`config.mk`:
```
export PLATFORM = sky130hd
export DESIGN_NAME = mit_top
export DESIGN_NICKNAME = d
export VERILOG_FILES = /design/src/rtl/mit_pkg.sv /design/src/rtl/mit_tbuf_if.sv /design/src/rtl/mit_tbuf.sv /design/src/rtl/mit_top.sv
export VERILOG_INCLUDE_DIRS = /design/src /design/src/rtl
export SDC_FILE = /design/constraint.sdc
export NUM_CORES = 2
export LEC_CHECK = 0
export ABC_AREA = 1
export BUFFER_PORTS_ARGS = -buffer_cell sky130_fd_sc_hd__buf_2
export CAP_MARGIN = 20
export CORE_MARGIN = 4
export CORE_UTILIZATION = 50
export DETAILED_ROUTE_END_ITERATION = 6
export GPL_ROUTABILITY_DRIVEN = 0
export PLACE_DENSITY = 0.66
export RECOVER_POWER = 25
export SYNTH_ARGS = -nofsm -noshare
export SYNTH_HDL_FRONTEND = slang
export SYNTH_SLANG_ARGS = --single-unit
```
`constraint.sdc`:
```
create_clock -name aclk -period 5.22 [get_ports aclk]
set_input_delay 0.783 -clock aclk [delete_from_list [all_inputs] [get_ports aclk]]
set_output_delay 0.783 -clock aclk [all_outputs]
set_load 0.1 [all_outputs]
```
`src/rtl/mit_defs.svh`:
```
`ifndef MIT_DEFS_SVH
`define MIT_DEFS_SVH

// Clock and channel pacing
`define MIT_CLK_MHZ       100
`define MIT_FAST_NS       800
`define MIT_QUEUE_NS      7143
`define MIT_FAST_CYC      ((`MIT_FAST_NS * `MIT_CLK_MHZ + 999) / 1000)
`define MIT_QUEUE_CYC     ((`MIT_QUEUE_NS * `MIT_CLK_MHZ + 999) / 1000)

// Translation buffer geometry
`define MIT_ENTRIES       64
`define MIT_IDX_W         6
`define MIT_PPN_W         12
`define MIT_LEAF_MAX_W    3
`define MIT_PAGE_LSB      10
`define MIT_SEG_LSB       16
`define MIT_PADDR_W       22

// Register byte offsets
`define MIT_CTRL_OFF      8'h00
`define MIT_CWORD_OFF     8'h04
`define MIT_LOAD_OFF      8'h08
`define MIT_ENTRY_OFF     8'h0c
`define MIT_STATUS_OFF    8'h10

// Control register fields
`define MIT_CTRL_START    0
`define MIT_CTRL_TOMEM    1
`define MIT_CTRL_QUEUED   2

// Control word fields
`define MIT_CW_CNT_LSB    20
`define MIT_CW_CNT_W      12
`define MIT_CW_OFF_W      18

// Load and entry register fields
`define MIT_LD_IDX_LSB    16
`define MIT_LD_VALID      31
`define MIT_EN_LEAF_LSB   24

// Status register fields
`define MIT_ST_BUSY       0
`define MIT_ST_FAULT      1
`define MIT_ST_DONE       2
`define MIT_ST_CNT_LSB    16

// Reset values
`define MIT_CWORD_RST     32'h0000_0000
`define MIT_CTRL_RST      2'h0

`endif

```
`src/rtl/mit_pkg.sv`:
```
package mit_pkg;
    `include "mit_defs.svh"

    typedef struct packed {
        logic                          valid;
        logic [`MIT_LEAF_MAX_W-1:0]    leaf;
        logic [`MIT_PPN_W-1:0]         ppn;
    } mit_entry_t;

    typedef enum logic [1:0] {
        MIT_IDLE,
        MIT_LOOK,
        MIT_ISSUE,
        MIT_GAP
    } mit_state_t;
endpackage

```
`src/rtl/mit_tbuf_if.sv`:
```
`timescale 1ns/1ps
`include "mit_defs.svh"
interface mit_tbuf_if;
    import mit_pkg::*;
    logic                   wr_en;
    logic [`MIT_IDX_W-1:0]  wr_idx;
    mit_entry_t             wr_entry;
    logic [`MIT_IDX_W-1:0]  rd_idx_a;
    mit_entry_t             rd_a;
    logic [`MIT_IDX_W-1:0]  rd_idx_b;
    mit_entry_t             rd_b;

    modport owner (input wr_en, wr_idx, wr_entry, rd_idx_a, rd_idx_b, output rd_a, rd_b);
    modport user  (output wr_en, wr_idx, wr_entry, rd_idx_a, rd_idx_b, input rd_a, rd_b);
endinterface

```
`src/rtl/mit_tbuf.sv`:
```
`timescale 1ns/1ps
`include "mit_defs.svh"
module mit_tbuf
    import mit_pkg::*;
(
    // Clock and reset
    input  wire logic aclk,
    input  wire logic aresetn,
    // Entry access
    mit_tbuf_if.owner tb
);
    logic [`MIT_PPN_W-1:0]      ppn_mem  [`MIT_ENTRIES];  // RULE1 RULE2
    logic [`MIT_LEAF_MAX_W-1:0] leaf_mem [`MIT_ENTRIES];
    logic [`MIT_ENTRIES-1:0]    valid_q;
    logic [`MIT_ENTRIES-1:0]    valid_d;

    // Only the valid bits are reset; stale page numbers are harmless behind them
    always_comb begin
        valid_d = valid_q;
        if (tb.wr_en) begin
            valid_d[tb.wr_idx] = tb.wr_entry.valid;  // RULE3
        end
    end

    always_ff @(posedge aclk) begin
        if (!aresetn) begin
            valid_q <= '0;
        end else begin
            valid_q <= valid_d;
        end
    end

    always_ff @(posedge aclk) begin
        if (tb.wr_en) begin
            ppn_mem[tb.wr_idx]  <= tb.wr_entry.ppn;  // RULE2
            leaf_mem[tb.wr_idx] <= tb.wr_entry.leaf;
        end
    end

    assign tb.rd_a = '{valid: valid_q[tb.rd_idx_a], leaf: leaf_mem[tb.rd_idx_a],
                       ppn: ppn_mem[tb.rd_idx_a]};
    assign tb.rd_b = '{valid: valid_q[tb.rd_idx_b], leaf: leaf_mem[tb.rd_idx_b],
                       ppn: ppn_mem[tb.rd_idx_b]};
endmodule

```
`src/rtl/mit_top.sv`:
```
// Notes on behaviour
// RULE1 - The translation buffer holds exactly 64 entries.
// RULE2 - Every entry keeps a 12-bit physical page number.
// RULE3 - Every entry keeps one valid bit marking current or stale contents.
// RULE4 - Leaf field is 3 bits for 8 leaves, 2 for 4, none for one.
// RULE5 - Only segment 0 is mapped; entry n maps page n.
// RULE6 - Leaf bits from the virtual address pick the cache leaf to invalidate.
// RULE7 - A memory write invalidates only the one cache location it touched.
// RULE8 - Multi-leaf variants: software loads entries by a load instruction first.
// RULE9 - One-leaf variants: an instruction access to a segment 0 page loads it.
// RULE10 - Mapped control word: two's-complement count, reserved field, start offset.
// RULE11 - Fast channel paced to 2.5 Mbytes/s, queued channel to 280 Kbytes/s.
// RULE12 - Physical address joins entry page number with virtual page offset.
//
// Register access over AXI4-Lite and the register addresses are this design's own decisions.
`timescale 1ns/1ps
`include "mit_defs.svh"
module mit_top
    import mit_pkg::*;
#(
    parameter int LEAF_COUNT = 8
) (
    // Clock and reset
    input  wire logic                     aclk,
    input  wire logic                     aresetn,
    // AXI4-Lite write
    input  wire logic [7:0]               s_awaddr,
    input  wire logic                     s_awvalid,
    output logic                          s_awready,
    input  wire logic [31:0]              s_wdata,
    input  wire logic [3:0]               s_wstrb,
    input  wire logic                     s_wvalid,
    output logic                          s_wready,
    output logic [1:0]                    s_bresp,
    output logic                          s_bvalid,
    input  wire logic                     s_bready,
    // AXI4-Lite read
    input  wire logic [7:0]               s_araddr,
    input  wire logic                     s_arvalid,
    output logic                          s_arready,
    output logic [31:0]                   s_rdata,
    output logic [1:0]                    s_rresp,
    output logic                          s_rvalid,
    input  wire logic                     s_rready,
    // Instruction access side-load (one-leaf variant)
    input  wire logic                     fetch_valid,
    input  wire logic [`MIT_CW_OFF_W-1:0] fetch_vaddr,
    input  wire logic [`MIT_PPN_W-1:0]    fetch_ppn,
    // Memory transfer request
    output logic                          dm_valid,
    input  wire logic                     dm_ready,
    output logic [`MIT_PADDR_W-1:0]       dm_addr,
    output logic                          dm_write,
    // Cache invalidate
    output logic                          inval_valid,
    output logic [`MIT_PADDR_W-1:0]       inval_addr,
    output logic [`MIT_LEAF_MAX_W-1:0]    inval_leaf
);
    localparam int LEAF_W = (LEAF_COUNT >= 8) ? 3 : (LEAF_COUNT >= 4) ? 2 : 0;  // RULE4
    localparam logic [`MIT_LEAF_MAX_W-1:0] LEAF_MASK = `MIT_LEAF_MAX_W'((1 << LEAF_W) - 1);
    localparam logic [9:0] FAST_GAP  = 10'(`MIT_FAST_CYC - 3);
    localparam logic [9:0] QUEUE_GAP = 10'(`MIT_QUEUE_CYC - 3);
    localparam int FAST_MIN = `MIT_FAST_CYC;
    localparam int QUEUE_MIN = `MIT_QUEUE_CYC;

    function automatic logic [31:0] merge(input logic [31:0] old, input logic [31:0] nw,
                                          input logic [3:0] strb);
        logic [31:0] r;
        r = old;
        for (int i = 0; i < 4; i++) begin
            if (strb[i]) begin
                r[8*i +: 8] = nw[8*i +: 8];
            end
        end
        return r;
    endfunction

    // Leaf bits come from the low virtual page bits, trimmed to the cache organisation
    function automatic logic [`MIT_LEAF_MAX_W-1:0] leaf_of(input logic [`MIT_CW_OFF_W-1:0] va);
        return va[`MIT_PAGE_LSB +: `MIT_LEAF_MAX_W] & LEAF_MASK;  // RULE4 RULE6
    endfunction

    function automatic logic in_seg0(input logic [`MIT_CW_OFF_W-1:0] va);
        return va[`MIT_CW_OFF_W-1:`MIT_SEG_LSB] == '0;
    endfunction

    mit_tbuf_if tb ();

    mit_tbuf u_tbuf (
        .aclk    (aclk),
        .aresetn (aresetn),
        .tb      (tb.owner)
    );

    // Bus slave state
    logic                      aw_have_q, aw_have_d, w_have_q, w_have_d;
    logic [7:0]                aw_addr_q, aw_addr_d;
    logic [31:0]               w_data_q, w_data_d;
    logic [3:0]                w_strb_q, w_strb_d;
    logic                      bvalid_q, bvalid_d, rvalid_q, rvalid_d;
    logic [1:0]                bresp_q, bresp_d, rresp_q, rresp_d;
    logic [31:0]               rdata_q, rdata_d;
    logic [31:0]               cword_q, cword_d;
    logic [1:0]                ctrl_q, ctrl_d;
    logic [`MIT_IDX_W-1:0]     sel_q, sel_d;
    logic                      wr_fire, start;
    logic [31:0]               wval;

    // Transfer engine state
    mit_state_t                st_q, st_d;
    logic [`MIT_CW_CNT_W-1:0]  cnt_q, cnt_d;
    logic [`MIT_CW_OFF_W-1:0]  va_q, va_d;
    logic [9:0]                gap_q, gap_d;
    logic                      fault_q, fault_d, done_q, done_d;
    logic                      dm_valid_q, dm_valid_d;
    logic [`MIT_PADDR_W-1:0]   dm_addr_q, dm_addr_d;
    logic [`MIT_LEAF_MAX_W-1:0] leaf_q, leaf_d;
    logic                      inv_q, inv_d;
    logic [`MIT_PADDR_W-1:0]   inv_addr_q, inv_addr_d;
    logic [`MIT_LEAF_MAX_W-1:0] inv_leaf_q, inv_leaf_d;
    logic [`MIT_CW_CNT_W-1:0]  cnt_inc;

    assign s_awready = !aw_have_q && !bvalid_q;
    assign s_wready  = !w_have_q && !bvalid_q;
    assign s_arready = !rvalid_q;
    assign wr_fire   = aw_have_q && w_have_q;
    assign wval      = merge(32'h0000_0000, w_data_q, w_strb_q);
    assign start     = wr_fire && aw_addr_q == `MIT_CTRL_OFF && w_strb_q[0]
                       && w_data_q[`MIT_CTRL_START] && st_q == MIT_IDLE;

    always_comb begin
        aw_have_d = aw_have_q;
        aw_addr_d = aw_addr_q;
        w_have_d  = w_have_q;
        w_data_d  = w_data_q;
        w_strb_d  = w_strb_q;
        bvalid_d  = bvalid_q && !s_bready;
        bresp_d   = bresp_q;
        rvalid_d  = rvalid_q && !s_rready;
        rresp_d   = rresp_q;
        rdata_d   = rdata_q;
        cword_d   = cword_q;
        ctrl_d    = ctrl_q;
        sel_d     = sel_q;
        tb.wr_en    = 1'b0;
        tb.wr_idx   = sel_q;
        tb.wr_entry = '0;
        if (s_awvalid && s_awready) begin
            aw_have_d = 1'b1;
            aw_addr_d = s_awaddr;
        end
        if (s_wvalid && s_wready) begin
            w_have_d = 1'b1;
            w_data_d = s_wdata;
            w_strb_d = s_wstrb;
        end
        if (wr_fire) begin
            aw_have_d = 1'b0;
            w_have_d  = 1'b0;
            bvalid_d  = 1'b1;
            bresp_d   = 2'b00;
            unique case (aw_addr_q)
                `MIT_CTRL_OFF: begin
                    if (w_strb_q[0]) begin
                        ctrl_d = w_data_q[`MIT_CTRL_QUEUED:`MIT_CTRL_TOMEM];
                    end
                end
                `MIT_CWORD_OFF: cword_d = merge(cword_q, w_data_q, w_strb_q);  // RULE10
                `MIT_LOAD_OFF: begin
                    sel_d = wval[`MIT_LD_IDX_LSB +: `MIT_IDX_W];
                    // Explicit loads exist only where the cache spans several leaves
                    if (LEAF_COUNT > 1) begin
                        tb.wr_en    = 1'b1;  // RULE8
                        tb.wr_idx   = wval[`MIT_LD_IDX_LSB +: `MIT_IDX_W];  // RULE5
                        tb.wr_entry = '{valid: wval[`MIT_LD_VALID],
                                        leaf: wval[`MIT_LD_IDX_LSB +: `MIT_LEAF_MAX_W] & LEAF_MASK,
                                        ppn: wval[`MIT_PPN_W-1:0]};
                    end
                end
                `MIT_ENTRY_OFF: sel_d = wval[`MIT_IDX_W-1:0];
                `MIT_STATUS_OFF: ;
                default: bresp_d = 2'b10;
            endcase
        end
        // Register loads win; both sources never coexist in one variant
        if (!tb.wr_en && LEAF_COUNT == 1 && fetch_valid && in_seg0(fetch_vaddr)) begin
            tb.wr_en    = 1'b1;  // RULE9
            tb.wr_idx   = fetch_vaddr[`MIT_PAGE_LSB +: `MIT_IDX_W];  // RULE5
            tb.wr_entry = '{valid: 1'b1, leaf: '0, ppn: fetch_ppn};
        end
        if (s_arvalid && s_arready) begin
            rvalid_d = 1'b1;
            rresp_d  = 2'b00;
            unique case (s_araddr)
                `MIT_CTRL_OFF:   rdata_d = {29'h0, ctrl_q, 1'b0};
                `MIT_CWORD_OFF:  rdata_d = cword_q;
                `MIT_LOAD_OFF:   rdata_d = {10'h0, sel_q, 16'h0};
                `MIT_ENTRY_OFF:  rdata_d = {tb.rd_b.valid, 4'h0, tb.rd_b.leaf, 2'h0, sel_q,
                                            4'h0, tb.rd_b.ppn};
                `MIT_STATUS_OFF: rdata_d = {4'h0, cnt_q, 13'h0, done_q, fault_q,
                                            st_q != MIT_IDLE};
                default: begin
                    rdata_d = 32'h0000_0000;
                    rresp_d = 2'b10;
                end
            endcase
        end
    end

    assign tb.rd_idx_a = va_q[`MIT_PAGE_LSB +: `MIT_IDX_W];  // RULE5
    assign tb.rd_idx_b = sel_q;
    assign cnt_inc     = cnt_q + `MIT_CW_CNT_W'(1);

    always_comb begin
        st_d       = st_q;
        cnt_d      = cnt_q;
        va_d       = va_q;
        gap_d      = gap_q;
        fault_d    = fault_q;
        done_d     = done_q;
        dm_valid_d = dm_valid_q;
        dm_addr_d  = dm_addr_q;
        leaf_d     = leaf_q;
        inv_d      = 1'b0;
        inv_addr_d = inv_addr_q;
        inv_leaf_d = inv_leaf_q;
        unique case (st_q)
            MIT_IDLE: begin
                if (start) begin
                    fault_d = 1'b0;
                    done_d  = 1'b0;
                    cnt_d   = cword_q[`MIT_CW_CNT_LSB +: `MIT_CW_CNT_W];  // RULE10
                    va_d    = cword_q[`MIT_CW_OFF_W-1:0];
                    if (cword_q[`MIT_CW_CNT_LSB +: `MIT_CW_CNT_W] == '0) begin
                        done_d = 1'b1;
                    end else begin
                        st_d = MIT_LOOK;
                    end
                end
            end
            MIT_LOOK: begin
                // Outside segment 0 or a stale entry stops the transfer
                if (!in_seg0(va_q) || !tb.rd_a.valid) begin
                    fault_d = 1'b1;  // RULE5 RULE3
                    done_d  = 1'b1;
                    st_d    = MIT_IDLE;
                end else begin
                    dm_addr_d  = {tb.rd_a.ppn, va_q[`MIT_PAGE_LSB-1:0]};  // RULE12
                    leaf_d     = leaf_of(va_q);  // RULE6
                    dm_valid_d = 1'b1;
                    st_d       = MIT_ISSUE;
                end
            end
            MIT_ISSUE: begin
                if (dm_ready) begin
                    dm_valid_d = 1'b0;
                    if (ctrl_q[0]) begin
                        inv_d      = 1'b1;  // RULE7
                        inv_addr_d = dm_addr_q;
                        inv_leaf_d = leaf_q;
                    end
                    cnt_d = cnt_inc;
                    va_d  = va_q + `MIT_CW_OFF_W'(1);
                    if (cnt_inc == '0) begin
                        done_d = 1'b1;
                        st_d   = MIT_IDLE;
                    end else begin
                        gap_d = ctrl_q[1] ? QUEUE_GAP : FAST_GAP;  // RULE11
                        st_d  = MIT_GAP;
                    end
                end
            end
            MIT_GAP: begin
                if (gap_q == '0) begin
                    st_d = MIT_LOOK;
                end else begin
                    gap_d = gap_q - 10'h001;
                end
            end
        endcase
    end

    always_ff @(posedge aclk) begin
        if (!aresetn) begin
            aw_have_q  <= 1'b0;
            aw_addr_q  <= 8'h00;
            w_have_q   <= 1'b0;
            w_data_q   <= 32'h0000_0000;
            w_strb_q   <= 4'h0;
            bvalid_q   <= 1'b0;
            bresp_q    <= 2'b00;
            rvalid_q   <= 1'b0;
            rresp_q    <= 2'b00;
            rdata_q    <= 32'h0000_0000;
            cword_q    <= `MIT_CWORD_RST;
            ctrl_q     <= `MIT_CTRL_RST;
            sel_q      <= '0;
            st_q       <= MIT_IDLE;
            cnt_q      <= '0;
            va_q       <= '0;
            gap_q      <= '0;
            fault_q    <= 1'b0;
            done_q     <= 1'b0;
            dm_valid_q <= 1'b0;
            dm_addr_q  <= '0;
            leaf_q     <= '0;
            inv_q      <= 1'b0;
            inv_addr_q <= '0;
            inv_leaf_q <= '0;
        end else begin
            aw_have_q  <= aw_have_d;
            aw_addr_q  <= aw_addr_d;
            w_have_q   <= w_have_d;
            w_data_q   <= w_data_d;
            w_strb_q   <= w_strb_d;
            bvalid_q   <= bvalid_d;
            bresp_q    <= bresp_d;
            rvalid_q   <= rvalid_d;
            rresp_q    <= rresp_d;
            rdata_q    <= rdata_d;
            cword_q    <= cword_d;
            ctrl_q     <= ctrl_d;
            sel_q      <= sel_d;
            st_q       <= st_d;
            cnt_q      <= cnt_d;
            va_q       <= va_d;
            gap_q      <= gap_d;
            fault_q    <= fault_d;
            done_q     <= done_d;
            dm_valid_q <= dm_valid_d;
            dm_addr_q  <= dm_addr_d;
            leaf_q     <= leaf_d;
            inv_q      <= inv_d;
            inv_addr_q <= inv_addr_d;
            inv_leaf_q <= inv_leaf_d;
        end
    end

    assign s_bvalid    = bvalid_q;
    assign s_bresp     = bresp_q;
    assign s_rvalid    = rvalid_q;
    assign s_rresp     = rresp_q;
    assign s_rdata     = rdata_q;
    assign dm_valid    = dm_valid_q;
    assign dm_addr     = dm_addr_q;
    assign dm_write    = ctrl_q[0];
    assign inval_valid = inv_q;
    assign inval_addr  = inv_addr_q;
    assign inval_leaf  = inv_leaf_q;

    // Cycles since the last accepted memory request, for pacing checks
    logic [11:0] since_q;
    always_ff @(posedge aclk) begin
        if (!aresetn || (dm_valid_q && dm_ready)) begin
            since_q <= 12'h000;
        end else if (since_q != 12'hfff) begin
            since_q <= since_q + 12'h001;
        end
    end
    logic seen_q;
    always_ff @(posedge aclk) begin
        if (!aresetn || start) begin
            seen_q <= 1'b0;
        end else if (dm_valid_q && dm_ready) begin
            seen_q <= 1'b1;
        end
    end
endmodule

```
After elaboration in Yosys (flattened, before gate mapping):

Memories as Yosys holds them, arrays and structs flattened. A register that Yosys moved wholly into a read port is not among the register bits.
Cells that the tools add are included.
W data, S select, Z words.

* RAM bits: 960
* bits of input ports: 91
* bits in read-only memories: 0
* memories: 2
* latch bits: 0
* output and inout bits: 91
* register bits: 284

* div/mod/pow operators: 0
* multipliers: 0
* order comparisons: 4
* eq/ne operators: 20
* bitwise logic cells: 2
* reduce and logical (&&, ||, !) cells: 55
* add/sub/neg operators: 3
* mux-type cells: 59
* shift operators: 0

Memories
* u_tbuf.ppn_mem: words 64, width 12, rd ports 2, clocked after memory_dff 2, write ports 1, line mit_tbuf.sv:12 `` logic [`MIT_PPN_W-1:0] ppn_mem [`MIT_ENTRIES]; ``
* u_tbuf.leaf_mem: words 64, width 3, rd ports 1, clocked after memory_dff 1, write ports 1, line mit_tbuf.sv:13 `` logic [`MIT_LEAF_MAX_W-1:0] leaf_mem [`MIT_ENTRIES]; ``

Operator list (count)
* $pmux W32 S5: 1
* $bwmux W64: 1
* $mux W6: 7
* $mux W10: 4
* $mux W18: 2
* $pmux W18 S2: 1
* $eq A8 B4 Y1 const B: 4
* $mux W16: 2
* $reduce_and A3 Y1: 10
* $logic_not A12 Y1: 2
* $mux W12: 2
* $pmux W12 S2: 1
* $lt A6 B7 Y1 const B: 3
* $pmux W10 S2: 1
* $add A18 B1 Y18 const B: 1
* $mux W1: 18
* $ne A2 B2 Y1 const B: 9
* $eq A8 B3 Y1 const B: 2
* $eq A8 B5 Y1 const B: 2
* $logic_not A8 Y1: 2
* $mux W2: 8
* $mux W8: 2
* $logic_and A1 B1 Y1: 13
* $add A12 B1 Y12 const B: 1
* other kinds (23): 44

Depth between registers and ports, before layout:

* word-level depth: 8
* depth in mapped cells: 19

Modules after synthesis:

From an unflattened synthesis, not the netlist that was laid out.

* cell total of the unflattened synthesis: 7545
* area total of the unflattened synthesis: 62118.3 um2

Modules (own cells, without submodules)
* mit_tbuf: instances 1, cells each 6139, area each 52336.4 um2
* mit_top: instances 1, cells each 1406, area each 9781.9 um2

Worst setup path before layout:

Ideal clock, no wire load.

* kind: reg-to-reg
* start point: reg w_strb_q[0]
* end point: mem u_tbuf.ppn_mem[0][6] (netlist bit), data pin
* setup time: 0.681 ns
* arrival: 3.220 ns
* stages on the path, launching flop included: 5
* setup slack: 1.319 ns
* required time: 4.539 ns
* path buffers: 0
* cells stage by stage: dfxtp_1 -> inv_1 -> nor3_2 -> inv_1 -> nor3_1

RTL lines
* from (decl): line mit_top.sv:99 `logic [3:0] w_strb_q, w_strb_d;`
* from (signal assigned): line mit_top.sv:315 `w_strb_q <= w_strb_d;`
* to (decl): line mit_tbuf.sv:12

==> metrics <==
# setup viols final 0; input/output buffers 148; CTS Hold Buffers Added 0; Worst VDD drop 328 µV; setup slack, reg-to-reg 0.73 ns; commonest non-fill, non-tap cell in the layout nand2_1; quantity of gates resized following cts 0; dpl cells 7968; share of post-route cells with drive strength above 1 0.0732; YS warnings 0; Synth cell types 46; Post-DRT Antenna Nets 0; TNS Setup 0 ns; Slew Limit Fails 460; crit end category register; most frequent cells in the layout nand2_1, edfxtp_1, o21ai_0, nand3_1, a21oi_1; clock latency on the worst-skew pair 0.77 ns; worst reg2reg startpoint aw_have_q$_SDFFE_PP0P_; synthesized cell area 59100 µm²; Worst EP arrival 4.55 ns; Worst-Margin Slew 3.32 ns; Fillers 10300; Ports 182; post-synthesis sequential area ratio 0.585; first-pass GRT wire length 288000 µm; PwrDens 317 nW/µm²; Routed WL 198000 µm; number of CTS-inserted buffers 138; area of the multi-input gates 20800 µm²; fmax 0.223 GHz; Cells after Synth 6645; vias 50500; Synth area leader edfxtp_1; starting density of the core 0.506; TritonRoute pass-1 iters 7; nets@finish 6684; HPWL Detailed 116000 µm; Crit path required time 5.28 ns; TritonCTS clock tree built; Post-synth top flop edfxtp_1; largest net degree at the start of global routing 197; non-filler cells, final 8222; Core Area 117000 µm²; H-tree depth 4; R2R Path End u_tbuf.ppn_mem[43][7]$_DFFE_PP_; vias in the first global route 45800; Clk Tree Root Cell clkbuf_16; die area 124000 µm²; Most common cell on crit path nor3_1; crit-path cells nand2_1 > nor3_1 > inv_1 > nor3_1 > clkbuf_1; Via density 6.15; unrepaired setup endpoints after global routing false; ranking of synthesized cells by area edfxtp_1, dfxtp_1, nand2_1, o21ai_0, nand3_1; EDFF count, synth 960; Pwr Total 20.7 mW; clk_skew 0.0268 ns; violated checks max-capacitance violations, max-slew violations; FF+latch count, synth 1248; type of the worst setup path reg2reg; GR Overflow Total 0; worst hold path type in2reg; clock-pin slew on the worst setup and hold paths 0.06 ns; R2R depth 5; register area 34600 µm²; post-CTS setup buffers 0; leak pwr 23.7 nW; Clock Tree Buf Depth 3; Die Ht 352 µm; hold_sp s_bready; CP max stage cell clkbuf_1; Hold EP s_bvalid$_SDFF_PN0_; WHS Path Cells 2; top cell type's share of synthesized area 0.488; Final period util 0.860; DR iter-0 viols 7411; synthesis-to-layout area growth 10.4%; # DRC 0; initial antenna violation count 9; CP startpoint aw_have_q$_SDFFE_PP0P_; GRT Overall Usage 0.312; crit start category register; Min Clock Period, post-route 4.49 ns; wire per inst 24.1 µm; DIE WIDTH 352 µm; asr flop ratio synth 0; Max FO, Critical Path 64; outcome finished with violations; Slew headroom -1.21; CP peak stage delay 2.35 ns; # clock sinks 1248; final hold viol count 0; Avg Inst Size Synth 8.90 µm²; Max Cap Viol 12; std cell rows 125
==> where the power goes <==
| group | internal [mW] | total (mW) | switching (mW) |
|---|---|---|---|
| Combinational | 0.103 | 0.437 | 0.334 |
| Sequential | 10.6 | 10.6 | 0.0334 |
| Clock | 5.63 | 9.61 | 3.98 |
| Total | 16.3 | 20.7 | 4.35 |
==> cell type report <==
| type | count | share of cell area |
|---|---|---|
| antenna | 2 | 0.0000767 |
| timing repair buffer | 272 | 0.0265 |
| sequential | 1248 | 0.530 |
| clock inverter | 60 | 0.00824 |
| tap | 1524 | 0.0292 |
| clock buffer | 191 | 0.0598 |
| inverter | 454 | 0.0266 |
| multi-input combinational | 4471 | 0.319 |
==> registers in the layout, indices dropped and copies added, names as in the netlist, 3 cells and up, named ones only <==
signal,count
va_q,18
leaf_q,3
dm_addr,22
s_rdata,32
cword_q,32
u_tbuf.valid_q,64
w_data_q,32
inval_addr,22
sel_q,6
u_tbuf.ppn_mem,768
cnt_q,12
gap_q,10
aw_addr_q,8
u_tbuf.leaf_mem,192
w_strb_q,4
inval_leaf,3
==> worst max-delay path, delay by kind of cell (launching register included) <==
family | cells | cell delay [ns]
flops | 1 | 0.36
simple gates | 3 | 0.92
buf+inv | 2 | 2.46
==> per-layer routing <==
| layer | wire [µm] | track usage | share of wire |
|---|---|---|---|
| met1 | 75700 | 0.424 | 0.38 |
| met2 | 86500 | 0.466 | 0.44 |
| met3 | 24700 | 0.0761 | 0.12 |
| met4 | 11300 | 0.161 | 0.057 |
| met5 | 24 | 0 | 0.00012 |
==> cells in the mapped netlist, types with 18 or more instances <==
master,instances
buf_2,110
nor2_1,442
a21oi_1,546
o21ai_1,31
o22ai_1,57
a211oi_1,18
o211ai_1,108
nand3_1,813
dfxtp_1,288
nor2_2,22
nor3_1,24
edfxtp_1,960
clkbuf_1,299
inv_2,25
buf_1,47
nand2_1,1431
inv_1,418
o21ai_0,856
==> how the worst max path moves through the flow <==
stage / end / slack [ns] / depth (start not counted)
global route: u_tbuf.ppn_mem[42][7]$_DFFE_PP_ / 0.52 / 5
finish: u_tbuf.ppn_mem[43][7]$_DFFE_PP_ / 0.73 / 5
CTS: dm_addr[9]$_SDFFE_PN0P_ / 1.31 / 17
floorplan: u_tbuf.ppn_mem[0][6]$_DFFE_PP_ / 1.32 / 4
global placement: leaf_q[1]$_SDFFE_PN0P_ / 1.42 / 17
detailed placement: leaf_q[0]$_SDFFE_PN0P_ / 1.41 / 17
==> per-stage QoR <==
| step | worst slack, ns | util | hold WS (ns) | instance area (µm²) |
|---|---|---|---|---|
| after CTS | 1.31 | 0.560 | 0.190 | 65500 |
| after detailed placement | 1.41 | 0.522 | 0.433 | 61000 |
| after global placement | 1.42 | 0.522 | 0.431 | 61000 |
| after floorplan | 1.32 | - | 0.430 | 59100 |
| after global routing | 0.523 | 0.559 | 0.221 | 65300 |
| final | 0.729 | 0.559 | 0.225 | 65300 |
==> cells by family after synthesis <==
logic type,after synthesis,share of synthesized area
and+or+nand+nor,2790,0.200
buffers and inverters,927,0.0627
other,1,0.0000634
xor gates and xnor gates,17,0.00252
AOI/OAI and AO/OA,1654,0.148
adders and majority gates,8,0.00169
DFF,1248,0.585
(Power assumes the default switching activity.)
